--- config.mk ---
export PLATFORM = sky130hd
export DESIGN_NAME = tcr_timer
export DESIGN_NICKNAME = d
export VERILOG_FILES = /design/src/logic/tcr_pkg.sv /design/src/logic/tcr_timer.sv /design/src/logic/tcr_edge.sv /design/src/logic/tcr_prescale.sv
export SDC_FILE = /design/constraint.sdc
export NUM_CORES = 1
export LEC_CHECK = 0
export ABC_AREA = 1
export CAP_MARGIN = 20
export CORE_MARGIN = 5
export CORE_UTILIZATION = 58
export DETAILED_ROUTE_END_ITERATION = 7
export DONT_BUFFER_PORTS = 1
export PLACE_DENSITY = 0.78
export SETUP_SLACK_MARGIN = 0.5
export SYNTH_ARGS = -nofsm -noshare
export SYNTH_HDL_FRONTEND = slang
export SYNTH_SLANG_ARGS = --single-unit
--- constraint.sdc ---
create_clock -name sys_clk -period 1.4 [get_ports sys_clk]
set_input_delay 0.07 -clock sys_clk [delete_from_list [all_inputs] [get_ports sys_clk]]
set_output_delay 0.07 -clock sys_clk [all_outputs]
set_load 0.1 [all_outputs]
--- src/logic/tcr_pkg.sv ---
// Constants, field layout and register map of the capture-restart timer
package tcr_pkg;

  localparam int ADDR_W = 14;
  localparam int IDX_W = 12;

  // Register indices; byte address is four times the index
  localparam logic [IDX_W-1:0] IDX_CNT = 12'hf00;
  localparam logic [IDX_W-1:0] IDX_RLD = 12'hf01;
  localparam logic [IDX_W-1:0] IDX_CAP = 12'hf02;
  localparam logic [IDX_W-1:0] IDX_CTL0 = 12'hf06;
  localparam logic [IDX_W-1:0] IDX_CTL1_T0 = 12'hf07;
  localparam logic [IDX_W-1:0] IDX_CTL1_T1 = 12'hf0f;

  // Control one fields
  localparam int EN_BIT = 7;
  localparam int POL_BIT = 6;
  localparam int PRESCALE_FIELD_LSB = 3;
  localparam int PRESCALE_FIELD_W = 3;
  localparam int MODE_LSB = 0;
  localparam int MODE_W = 3;

  // Control zero fields
  localparam int FLAG_BIT = 0;
  localparam int SEL_LSB = 1;
  localparam int SEL_W = 2;
  localparam int MHI_BIT = 7;

  // Full mode code {mode high, mode}
  localparam logic [MODE_W:0] MODE_CAPRST = 4'h8;

  localparam logic [SEL_W-1:0] SEL_BOTH = 2'h0;
  localparam logic [SEL_W-1:0] SEL_CAP = 2'h1;
  localparam logic [SEL_W-1:0] SEL_RLD = 2'h2;

  localparam logic [15:0] CNT_RESTART = 16'h0001;
  localparam logic [15:0] CNT_RST = 16'h0000;
  localparam logic [15:0] RLD_RST = 16'hffff;
  localparam logic [15:0] CAP_RST = 16'h0000;
  localparam logic [7:0] CTL_RST = 8'h00;

  localparam logic [1:0] RESP_OKAY = 2'h0;
  localparam logic [1:0] RESP_SLVERR = 2'h2;

  localparam int PSC_W = 8;

  // Register index from a byte address
  function automatic logic [IDX_W-1:0] reg_idx(input logic [ADDR_W-1:0] addr);
    reg_idx = addr[ADDR_W-1:2];
  endfunction

endpackage

--- src/logic/tcr_timer.sv ---
// Capture-restart timer with AXI4-Lite register slave
`timescale 1ns/1ps
`default_nettype none
module tcr_timer #(
  parameter logic [tcr_pkg::IDX_W-1:0] CTL1_IDX = tcr_pkg::IDX_CTL1_T0
) (
  input wire logic sys_clk,
  input wire logic rst_b,
  input wire logic timer_in,
  input wire logic [tcr_pkg::ADDR_W-1:0] s_axi_awaddr,
  input wire logic [2:0] s_axi_awprot,
  input wire logic s_axi_awvalid,
  output logic s_axi_awready,
  input wire logic [31:0] s_axi_wdata,
  input wire logic [3:0] s_axi_wstrb,
  input wire logic s_axi_wvalid,
  output logic s_axi_wready,
  output logic [1:0] s_axi_bresp,
  output logic s_axi_bvalid,
  input wire logic s_axi_bready,
  input wire logic [tcr_pkg::ADDR_W-1:0] s_axi_araddr,
  input wire logic [2:0] s_axi_arprot,
  input wire logic s_axi_arvalid,
  output logic s_axi_arready,
  output logic [31:0] s_axi_rdata,
  output logic [1:0] s_axi_rresp,
  output logic s_axi_rvalid,
  input wire logic s_axi_rready,
  output logic timer_irq
);

  typedef struct packed {
    logic wr_rdy;
    logic bvalid;
    logic [1:0] bresp;
    logic arready;
    logic rvalid;
    logic [1:0] rresp;
    logic [31:0] rdata;
    logic [7:0] ctl1;
    logic mhi;
    logic [tcr_pkg::SEL_W-1:0] sel;
    logic flag;
    logic [15:0] cnt;
    logic [15:0] rld;
    logic [15:0] cap;
    logic irq;
  } tcr_state_t;

  tcr_state_t s;
  tcr_state_t next_s;

  logic en;
  logic pol;
  logic [tcr_pkg::PRESCALE_FIELD_W-1:0] prescale_field;
  logic caprst;
  logic edge_hit;
  logic tick;
  logic cap_hit;
  logic rld_hit;
  logic wr_fire;
  logic rd_fire;
  logic [tcr_pkg::IDX_W-1:0] wr_idx;
  logic [tcr_pkg::IDX_W-1:0] rd_idx;
  logic wr_ok;
  logic rd_ok;
  logic [31:0] rd_val;

  ////////////////////////////////////////////////////////////////////////
  // Control decode

  assign en = s.ctl1[tcr_pkg::EN_BIT];
  assign pol = s.ctl1[tcr_pkg::POL_BIT];
  assign prescale_field = s.ctl1[tcr_pkg::PRESCALE_FIELD_LSB +: tcr_pkg::PRESCALE_FIELD_W];
  assign caprst = ({s.mhi, s.ctl1[tcr_pkg::MODE_LSB +: tcr_pkg::MODE_W]}
                   == tcr_pkg::MODE_CAPRST);

  tcr_edge u_edge (
    .sys_clk(sys_clk),
    .rst_b(rst_b),
    .sig(timer_in),
    .pol(pol),
    .hit(edge_hit)
  );

  tcr_prescale u_psc (
    .sys_clk(sys_clk),
    .rst_b(rst_b),
    .run(en),
    .restart(cap_hit),
    .prescale_field(prescale_field),
    .tick(tick)
  );

  assign cap_hit = en && caprst && edge_hit;
  assign rld_hit = tick && !cap_hit && (s.cnt == s.rld);

  ////////////////////////////////////////////////////////////////////////
  // Bus decode

  assign wr_fire = s.wr_rdy && s_axi_awvalid && s_axi_wvalid;
  assign rd_fire = s.arready && s_axi_arvalid;
  assign wr_idx = tcr_pkg::reg_idx(s_axi_awaddr);
  assign rd_idx = tcr_pkg::reg_idx(s_axi_araddr);
  assign wr_ok = (wr_idx == tcr_pkg::IDX_CNT) || (wr_idx == tcr_pkg::IDX_RLD)
                 || (wr_idx == tcr_pkg::IDX_CAP) || (wr_idx == tcr_pkg::IDX_CTL0)
                 || (wr_idx == CTL1_IDX);

  always_comb
  begin
    rd_ok = 1'b1;
    rd_val = 32'h0000_0000;
    if (rd_idx == tcr_pkg::IDX_CNT)
      rd_val = {16'h0000, s.cnt};
    else if (rd_idx == tcr_pkg::IDX_RLD)
      rd_val = {16'h0000, s.rld};
    else if (rd_idx == tcr_pkg::IDX_CAP)
      rd_val = {16'h0000, s.cap};
    else if (rd_idx == tcr_pkg::IDX_CTL0)
      rd_val = {24'h00_0000, s.mhi, 4'h0, s.sel, s.flag};
    else if (rd_idx == CTL1_IDX)
      rd_val = {24'h00_0000, s.ctl1};
    else
      rd_ok = 1'b0;
  end

  ////////////////////////////////////////////////////////////////////////
  // Next state

  always_comb
  begin
    next_s = s;
    next_s.irq = 1'b0;
    // Timer
    if (cap_hit)
    begin
      next_s.cap = s.cnt;
      next_s.cnt = tcr_pkg::CNT_RESTART;
      next_s.flag = 1'b1;
      next_s.irq = (s.sel != tcr_pkg::SEL_RLD);
    end
    else if (tick)
    begin
      if (s.cnt == s.rld)
      begin
        next_s.cnt = tcr_pkg::CNT_RESTART;
        if (caprst)
          next_s.flag = 1'b0;
        next_s.irq = (s.sel != tcr_pkg::SEL_CAP);
      end
      else
        next_s.cnt = s.cnt + 16'h0001;
    end
    // Write channel
    next_s.wr_rdy = s_axi_awvalid && s_axi_wvalid && !s.wr_rdy && !s.bvalid;
    if (s.bvalid && s_axi_bready)
      next_s.bvalid = 1'b0;
    if (wr_fire)
    begin
      next_s.bvalid = 1'b1;
      next_s.bresp = wr_ok ? tcr_pkg::RESP_OKAY : tcr_pkg::RESP_SLVERR;
      // Software writes override the hardware update
      if (wr_idx == tcr_pkg::IDX_CNT)
      begin
        if (s_axi_wstrb[0])
          next_s.cnt[7:0] = s_axi_wdata[7:0];
        if (s_axi_wstrb[1])
          next_s.cnt[15:8] = s_axi_wdata[15:8];
      end
      if (wr_idx == tcr_pkg::IDX_RLD)
      begin
        if (s_axi_wstrb[0])
          next_s.rld[7:0] = s_axi_wdata[7:0];
        if (s_axi_wstrb[1])
          next_s.rld[15:8] = s_axi_wdata[15:8];
      end
      if (wr_idx == tcr_pkg::IDX_CAP)
      begin
        if (s_axi_wstrb[0])
          next_s.cap[7:0] = s_axi_wdata[7:0];
        if (s_axi_wstrb[1])
          next_s.cap[15:8] = s_axi_wdata[15:8];
      end
      if (wr_idx == tcr_pkg::IDX_CTL0 && s_axi_wstrb[0])
      begin
        next_s.mhi = s_axi_wdata[tcr_pkg::MHI_BIT];
        next_s.sel = s_axi_wdata[tcr_pkg::SEL_LSB +: tcr_pkg::SEL_W];
      end
      if (wr_idx == CTL1_IDX && s_axi_wstrb[0])
        next_s.ctl1 = s_axi_wdata[7:0];
    end
    // Read channel
    next_s.arready = s_axi_arvalid && !s.arready && !s.rvalid;
    if (s.rvalid && s_axi_rready)
      next_s.rvalid = 1'b0;
    if (rd_fire)
    begin
      next_s.rvalid = 1'b1;
      next_s.rdata = rd_val;
      next_s.rresp = rd_ok ? tcr_pkg::RESP_OKAY : tcr_pkg::RESP_SLVERR;
    end
  end

  always_ff @(posedge sys_clk)
  begin
    if (!rst_b)
    begin
      s <= '0;
      s.ctl1 <= tcr_pkg::CTL_RST;
      s.cnt <= tcr_pkg::CNT_RST;
      s.rld <= tcr_pkg::RLD_RST;
      s.cap <= tcr_pkg::CAP_RST;
      s.bresp <= tcr_pkg::RESP_OKAY;
      s.rresp <= tcr_pkg::RESP_OKAY;
    end
    else
      s <= next_s;
  end

  assign s_axi_awready = s.wr_rdy;
  assign s_axi_wready = s.wr_rdy;
  assign s_axi_bvalid = s.bvalid;
  assign s_axi_bresp = s.bresp;
  assign s_axi_arready = s.arready;
  assign s_axi_rvalid = s.rvalid;
  assign s_axi_rdata = s.rdata;
  assign s_axi_rresp = s.rresp;
  assign timer_irq = s.irq;

  logic sw_wr_cnt;
  assign sw_wr_cnt = wr_fire && (wr_idx == tcr_pkg::IDX_CNT);
endmodule // tcr_timer
`default_nettype wire

--- src/logic/tcr_edge.sv ---
// Synchronous edge detector with selectable polarity
`timescale 1ns/1ps
`default_nettype none
module tcr_edge (
  input wire logic sys_clk,
  input wire logic rst_b,
  input wire logic sig,
  input wire logic pol,
  output logic hit
);

  typedef struct packed {
    logic armed;
    logic prev;
  } tcr_edge_t;

  tcr_edge_t s;
  tcr_edge_t next_s;

  always_comb
  begin
    next_s = s;
    next_s.armed = 1'b1;
    next_s.prev = sig;
  end

  always_ff @(posedge sys_clk)
  begin
    if (!rst_b)
      s <= '0;
    else
      s <= next_s;
  end

  // Zero picks rising, one picks falling
  // First sample after reset only arms, so a pin idling high gives no false edge
  assign hit = s.armed && (pol ? (s.prev & ~sig) : (~s.prev & sig));

endmodule // tcr_edge
`default_nettype wire

--- src/logic/tcr_prescale.sv ---
// Prescaler giving one tick every 2**prescale_field clocks
`timescale 1ns/1ps
`default_nettype none
module tcr_prescale #(
  parameter int PW = tcr_pkg::PRESCALE_FIELD_W,
  parameter int CW = tcr_pkg::PSC_W
) (
  input wire logic sys_clk,
  input wire logic rst_b,
  input wire logic run,
  input wire logic restart,
  input wire logic [PW-1:0] prescale_field,
  output logic tick
);

  typedef struct packed {
    logic [CW-1:0] cnt;
  } tcr_psc_t;

  tcr_psc_t s;
  tcr_psc_t next_s;
  logic [CW-1:0] limit;

  assign limit = CW'((1 << prescale_field) - 1);
  assign tick = run && (s.cnt == limit);

  always_comb
  begin
    next_s = s;
    if (restart || !run || tick)
      next_s.cnt = '0;
    else
      next_s.cnt = s.cnt + CW'(1);
  end

  always_ff @(posedge sys_clk)
  begin
    if (!rst_b)
      s <= '0;
    else
      s <= next_s;
  end

endmodule // tcr_prescale
`default_nettype wire

==> results of run 1 <==
==> synth_stat cells, types with 3 or more instances <==
cell      number
a21oi_1       62
xor2_1         6
inv_1         96
nor2_4         3
nor2_1        74
nor3_1        12
buf_2          5
buf_4         37
o32ai_1        7
clkbuf_1      18
nor2_2         5
o22ai_1        5
nand4_1       28
nand2_1      250
nand3_1       90
buf_6          3
o211ai_1      20
dfxtp_1       93
o21ai_0       41
nand2_2        3
==> repair_timing <==
item                                    CTS
buffers inserted                         18
cloned                                    7
hold endpoints to repair                 76
endpoints found under the setup margin  111
hold buffers                             22
resized for setup                       245
pin swaps                                78
==> stage by stage <==
stage | TNS (ps) | util [%] | cells | worst slack, ps | hold WS, ps
4_1_cts | -3870 | 86.8 | 1148 | -219 | -282
2_1_floorplan | -1000 | - | 894 | -59.5 | 97.7
3_3_place_gp | -4550 | 70.8 | 1085 | -206 | 105
3_5_place_dp | -7530 | 70.8 | 1085 | -338 | 106
==> routing by layer <==
metal / overflow / GRT usage, %
met5: 0 / 17.4
met4: 63 / 85.5
met3: 0 / 54.5
met2: 111 / 94.5
met1: 3 / 72.2
==> cell families after synthesis <==
logic type / synth area share [%]
adders and majority gates: 0.449
xor gates and xnor gates: 0.943
and+or+nand+nor: 37.1
AOI/OAI and AO/OA: 14.1
other: 0.0673
DFF: 33.4
buffers and inverters: 14.0
==> impl_results.md, run 1 <==
* Run status: stopped before the end
* Failed at: global routing
* Run Error: [ERROR GRT-0232] Routing congestion too high. Check the congestion heatmap in the GUI.
* Die Ht at between 100 and 150 um
* Synth async-reset ratio at 0%
* DP HPWL at approximately 14000 um
* CTS Sinks at 93
* Gr ovfl total at 177
* Root buf cell: clkbuf_8
* Largest net degree at the start of global routing at 48
* YS warnings at 0
* Synth Area per Inst at 6.36 um2
* Area contributors post-synth: dfxtp_1 (33%), nand2_1 (17%), nand3_1 (8.1%)
* Gr usage total at 75.1%
* Area leader, netlist: dfxtp_1
* Distinct cells, synth at 35
* Starting Density at 59.8%
* Clock tree buffer depth at 2
* Post-synth EDFFs at 0
* Port bufs at 0
* DIE WIDTH at 108 um
* Main synth FF type: dfxtp_1
* IO Pins at 120
* RePlAce Congestion at 1.00
* Cts bufs inserted at 9
* Area post-placement at 6600 um2
* Post-synth top area share at 33.4%
* GR repair worst EP: s[45]$_SDFF_PN0_/D
* H-tree Lvls at 3
* Sequential fraction of the synthesis area at 33.4%
* Row cnt at 35
* Post-synthesis cell count at ~900
* Worst endpoint type: sequential cell input
* Mapped cell area at between 5000 and 6000 um2
* Flop and latch count out of synthesis at 93
==> inputs of run 2 (changes only) <==
--- a/config.mk
+++ b/config.mk
@@ -8,11 +8,10 @@
 export ABC_AREA = 1
 export CAP_MARGIN = 20
 export CORE_MARGIN = 5
-export CORE_UTILIZATION = 58
+export CORE_UTILIZATION = 40
 export DETAILED_ROUTE_END_ITERATION = 7
 export DONT_BUFFER_PORTS = 1
-export PLACE_DENSITY = 0.78
-export SETUP_SLACK_MARGIN = 0.5
+export PLACE_DENSITY_LB_ADDON = 0.15
 export SYNTH_ARGS = -nofsm -noshare
 export SYNTH_HDL_FRONTEND = slang
 export SYNTH_SLANG_ARGS = --single-unit
==> constraint.sdc (replaced) <==
create_clock -name sys_clk -period 1.8 [get_ports sys_clk]
set_input_delay 0.09 -clock sys_clk [delete_from_list [all_inputs] [get_ports sys_clk]]
set_output_delay 0.09 -clock sys_clk [all_outputs]
set_load 0.1 [all_outputs]
==> impl_results.md, run 2 <==
* Post-synthesis cell count at 877 (unchanged)
* Hold endpoint: s_axi_rdata[5]
* Hold path start: rst_b
* Distinct cells, synth at 35 (unchanged)
* Total negative slack at 0 ps
* CORE AREA at 13800 um2
* Part of the power in combinational logic at 11.9%
* Final hold violation count at 0
* Pre-antenna DRT Iters at 5
* H-tree Lvls at 3 (unchanged)
* Startpoint Class: flip-flop
* CP endpoint kind: flip-flop
* Clock Skew at 9.70 ps
* Run status: completed
* Critical R2R Capture: s[43]
* Clk slew on worst S/H paths at about 70 ps
* Internal power at approximately 3.2 mW
* Mapped cell area at 5580 um2 (unchanged)
* Gr usage total at 20.9%
* Root buf cell: clkbuf_16
* Reg area at 1890 um2
* Synth Area per Inst at 6.36 um2 (unchanged)
* CP Class: flip-flop to flip-flop
* Vias in the first global route at 5251
* N_diodes at 0
* Drt via density at 5.23
* Final min period at 1660 ps
* IO Pins at 120 (unchanged)
* Multi-input gate area at 3020 um2
* DIE WIDTH at 128 um (+19%)
* PD cells at slightly below 700 nW/um2
* Layout Nets at 1013
* Cts bufs inserted at 9 (unchanged)
* TritonCTS clock tree: built
* Setup slack, reg-to-reg at around 140 ps
* Reg2reg start: s[37]
* Final Cycle Share at 92.5%
* Reg power frac at 46.3%
* Synth async-reset ratio at 0% (unchanged)
* Max-slew headroom at between 60% and 70%
* Sw Share at 29.5%
* Switching power total at roughly 1.3 mW
* Routed WL at 17200 um
* Die Ht at 128 um (+19%)
* Area contributors post-synth: dfxtp_1 (33%), nand2_1 (17%), nand3_1 (8.1%)
* Worst-margin pin slew at 556 ps
* Wirelength per Cell at 15.4 um
* Most common cell after layout, fill and taps aside: nand2_1
* Drt initial violations at 612
* Count leader, synth: nand2_1
* Fillers at about 1500
* Peak per-stage delay on the critical path at 410 ps
* Gr ovfl total at 0
* CP max FO at 8
* Largest register FFs at between 50 and 60
* DP HPWL at 12700 um (-9.9%)
* Port bufs at 0 (unchanged)
* Clk Latency, worst-skew pair at 350 ps
* Share of cells above drive strength 1 at 13.0%
* First-pass GRT wire length at 27100 um
* R2R depth at 12
* LEAKAGE at 2.94 nW
* Max-cap violations at 0
* Flop and latch count out of synthesis at 93 (unchanged)
* Sequential fraction of the synthesis area at 33.4% (unchanged)
* Number of routed nets with antenna violations at 0
* Tot Pwr at 4.49 mW
* Clock tree buffer depth at 2 (unchanged)
* RePlAce Congestion at 0.958 (-4.3%)
* Final setup fails at 0
* Post-synth EDFFs at 0 (unchanged)
* Area leader, netlist: dfxtp_1
* Hold WC Path Type: input pin to flip-flop
* Clock power share at between 40% and 50%
* Arr. time, crit path at 1900 ps
* Starting Density at 40.5% (-19 points)
* WHS Path Cells at 2
* Most frequent cells in the layout: nand2_1 (250), inv_1 (95), nand3_1 (89)
* Die outline area at 16400 um2
* CTS Sinks at 93 (unchanged)
* F_max at roughly 0.60 GHz
* Largest net degree at the start of global routing at 46
* Top reg by flops: s
* Post-synth top area share at 33.4% (unchanged)
* Row cnt at 43 (+23%)
* Detailed-route via count at 5842
* Peak supply drop at ~0.34 mV
* Initial antenna violation count at 0
* # DRC at 0
* Final Max Slew Viols at 0
* Crit-path cells: inv_1 > nand2_1 > nand2_1 > nor2_1 > nand2_1 > nor2_2 > nand2_2 > buf_4 > nand2_1 > nand2_1 > nand4_1 > a21oi_1
* YS warnings at 0 (unchanged)
* Critical-path top delay cell: dfxtp_2
* Area Growth Syn to Fin at 18.3%
* Main synth FF type: dfxtp_1
* Req. time, crit path at around 2000 ps
* CP dominant cell by count: nand2_1
* Post-synth top cells: nand2_1 (250), inv_1 (96), dfxtp_1 (93)
==> run 2: cell counts after synthesis <==
No cell type changed its count.
==> run 2: repair_timing <==
action	in CTS	in global routing
endpoints found under the hold margin	77	0
hold buffers	27	0
endpoints found under the setup margin	0	21
resized for setup	0	23
setup buffers	0	1
==> run 2: through the flow <==
| stage | instance area (um2) | util [%] | hold slack [ps] | setup slack, ps | cells |
|---|---|---|---|---|---|
| after global routing | 6600 | 47.9 | 69.6 | -0.248 | 1118 |
| after floorplan | 5640 | - | 118 | 89.6 | 894 |
| after CTS | 6550 | 47.5 | 39.3 | 28.9 | 1117 |
| final | 6600 | 47.9 | 48.8 | 136 | 1118 |
| after global placement | 5980 | 43.4 | 121 | 52.7 | 1074 |
| after detailed placement | 5980 | 43.4 | 121 | 56.3 | 1074 |
==> run 2: critical path: cells and delay by family (launching register included) <==
| family | cells | cell delay (ps) |
|---|---|---|
| DFF | 1 | 410 |
| buffers and inverters | 2 | 280 |
| AOI/OAI and AO/OA | 1 | 80 |
| and+or+nand+nor | 9 | 770 |
==> run 2: power groups by stage <==
stage | Combinational, mW | Clock, mW | Sequential, mW
2_1_floorplan | 0.425 | 0 | 2.16
3_3_place_gp | 0.445 | 0 | 2.13
3_5_place_dp | 0.448 | 0 | 2.13
4_1_cts | 0.533 | 1.93 | 2.08
5_1_grt | 0.561 | 2.00 | 2.08
6_report | 0.533 | 1.88 | 2.08
==> run 2: how the worst max path moves through the flow <==
| stage | from | end | slack [ps] | depth (start not counted) |
|---|---|---|---|---|
| 2_1_floorplan | s_axi_awready | s[15] | 90 | 7 |
| 3_3_place_gp | prescale_field[2] | s[43] | 50 | 11 |
| 3_5_place_dp | s[37] | s[46] | 60 | 12 |
| 4_1_cts | s[37] | s[43] | 30 | 12 |
| 5_1_grt | s[42] | s[33] | -0.2 | 13 |
| 6_report | s[37] | s[43] | 140 | 12 |
==> run 2: logic make-up (layout without fill, tap and decap cells) <==
logic type	after synthesis	after routing	synth area share, %
other	1	18	0.0673
flip-flops	93	93	33.4
adder cells (fa/ha/maj)	2	2	0.449
AND/OR/NAND/NOR	473	473	37.1
buffers and inverters	163	207	14.0
XOR/XNOR	6	6	0.943
AO/OA/AOI/OAI	139	139	14.1
==> run 2: per-layer routing <==
metal  vias up  GRT usage [%]  routed length (um)
met5         -              0                   0
met4         0           5.24                 206
met3        14           4.92                1190
met2       200           31.8                7480
met1      2694           29.8                8330
li1       2934              -                   -
==> run 2: final cells by class <==
cell class,instances,share of cell area (%)
multi-input cells,638,45.8
flip-flops and latches,93,28.6
repair buffers,92,12.2
inverters,99,5.65
clock buffers,11,3.68
well taps,180,3.41
clock inverters,5,0.645
(Power assumes the default switching activity.)
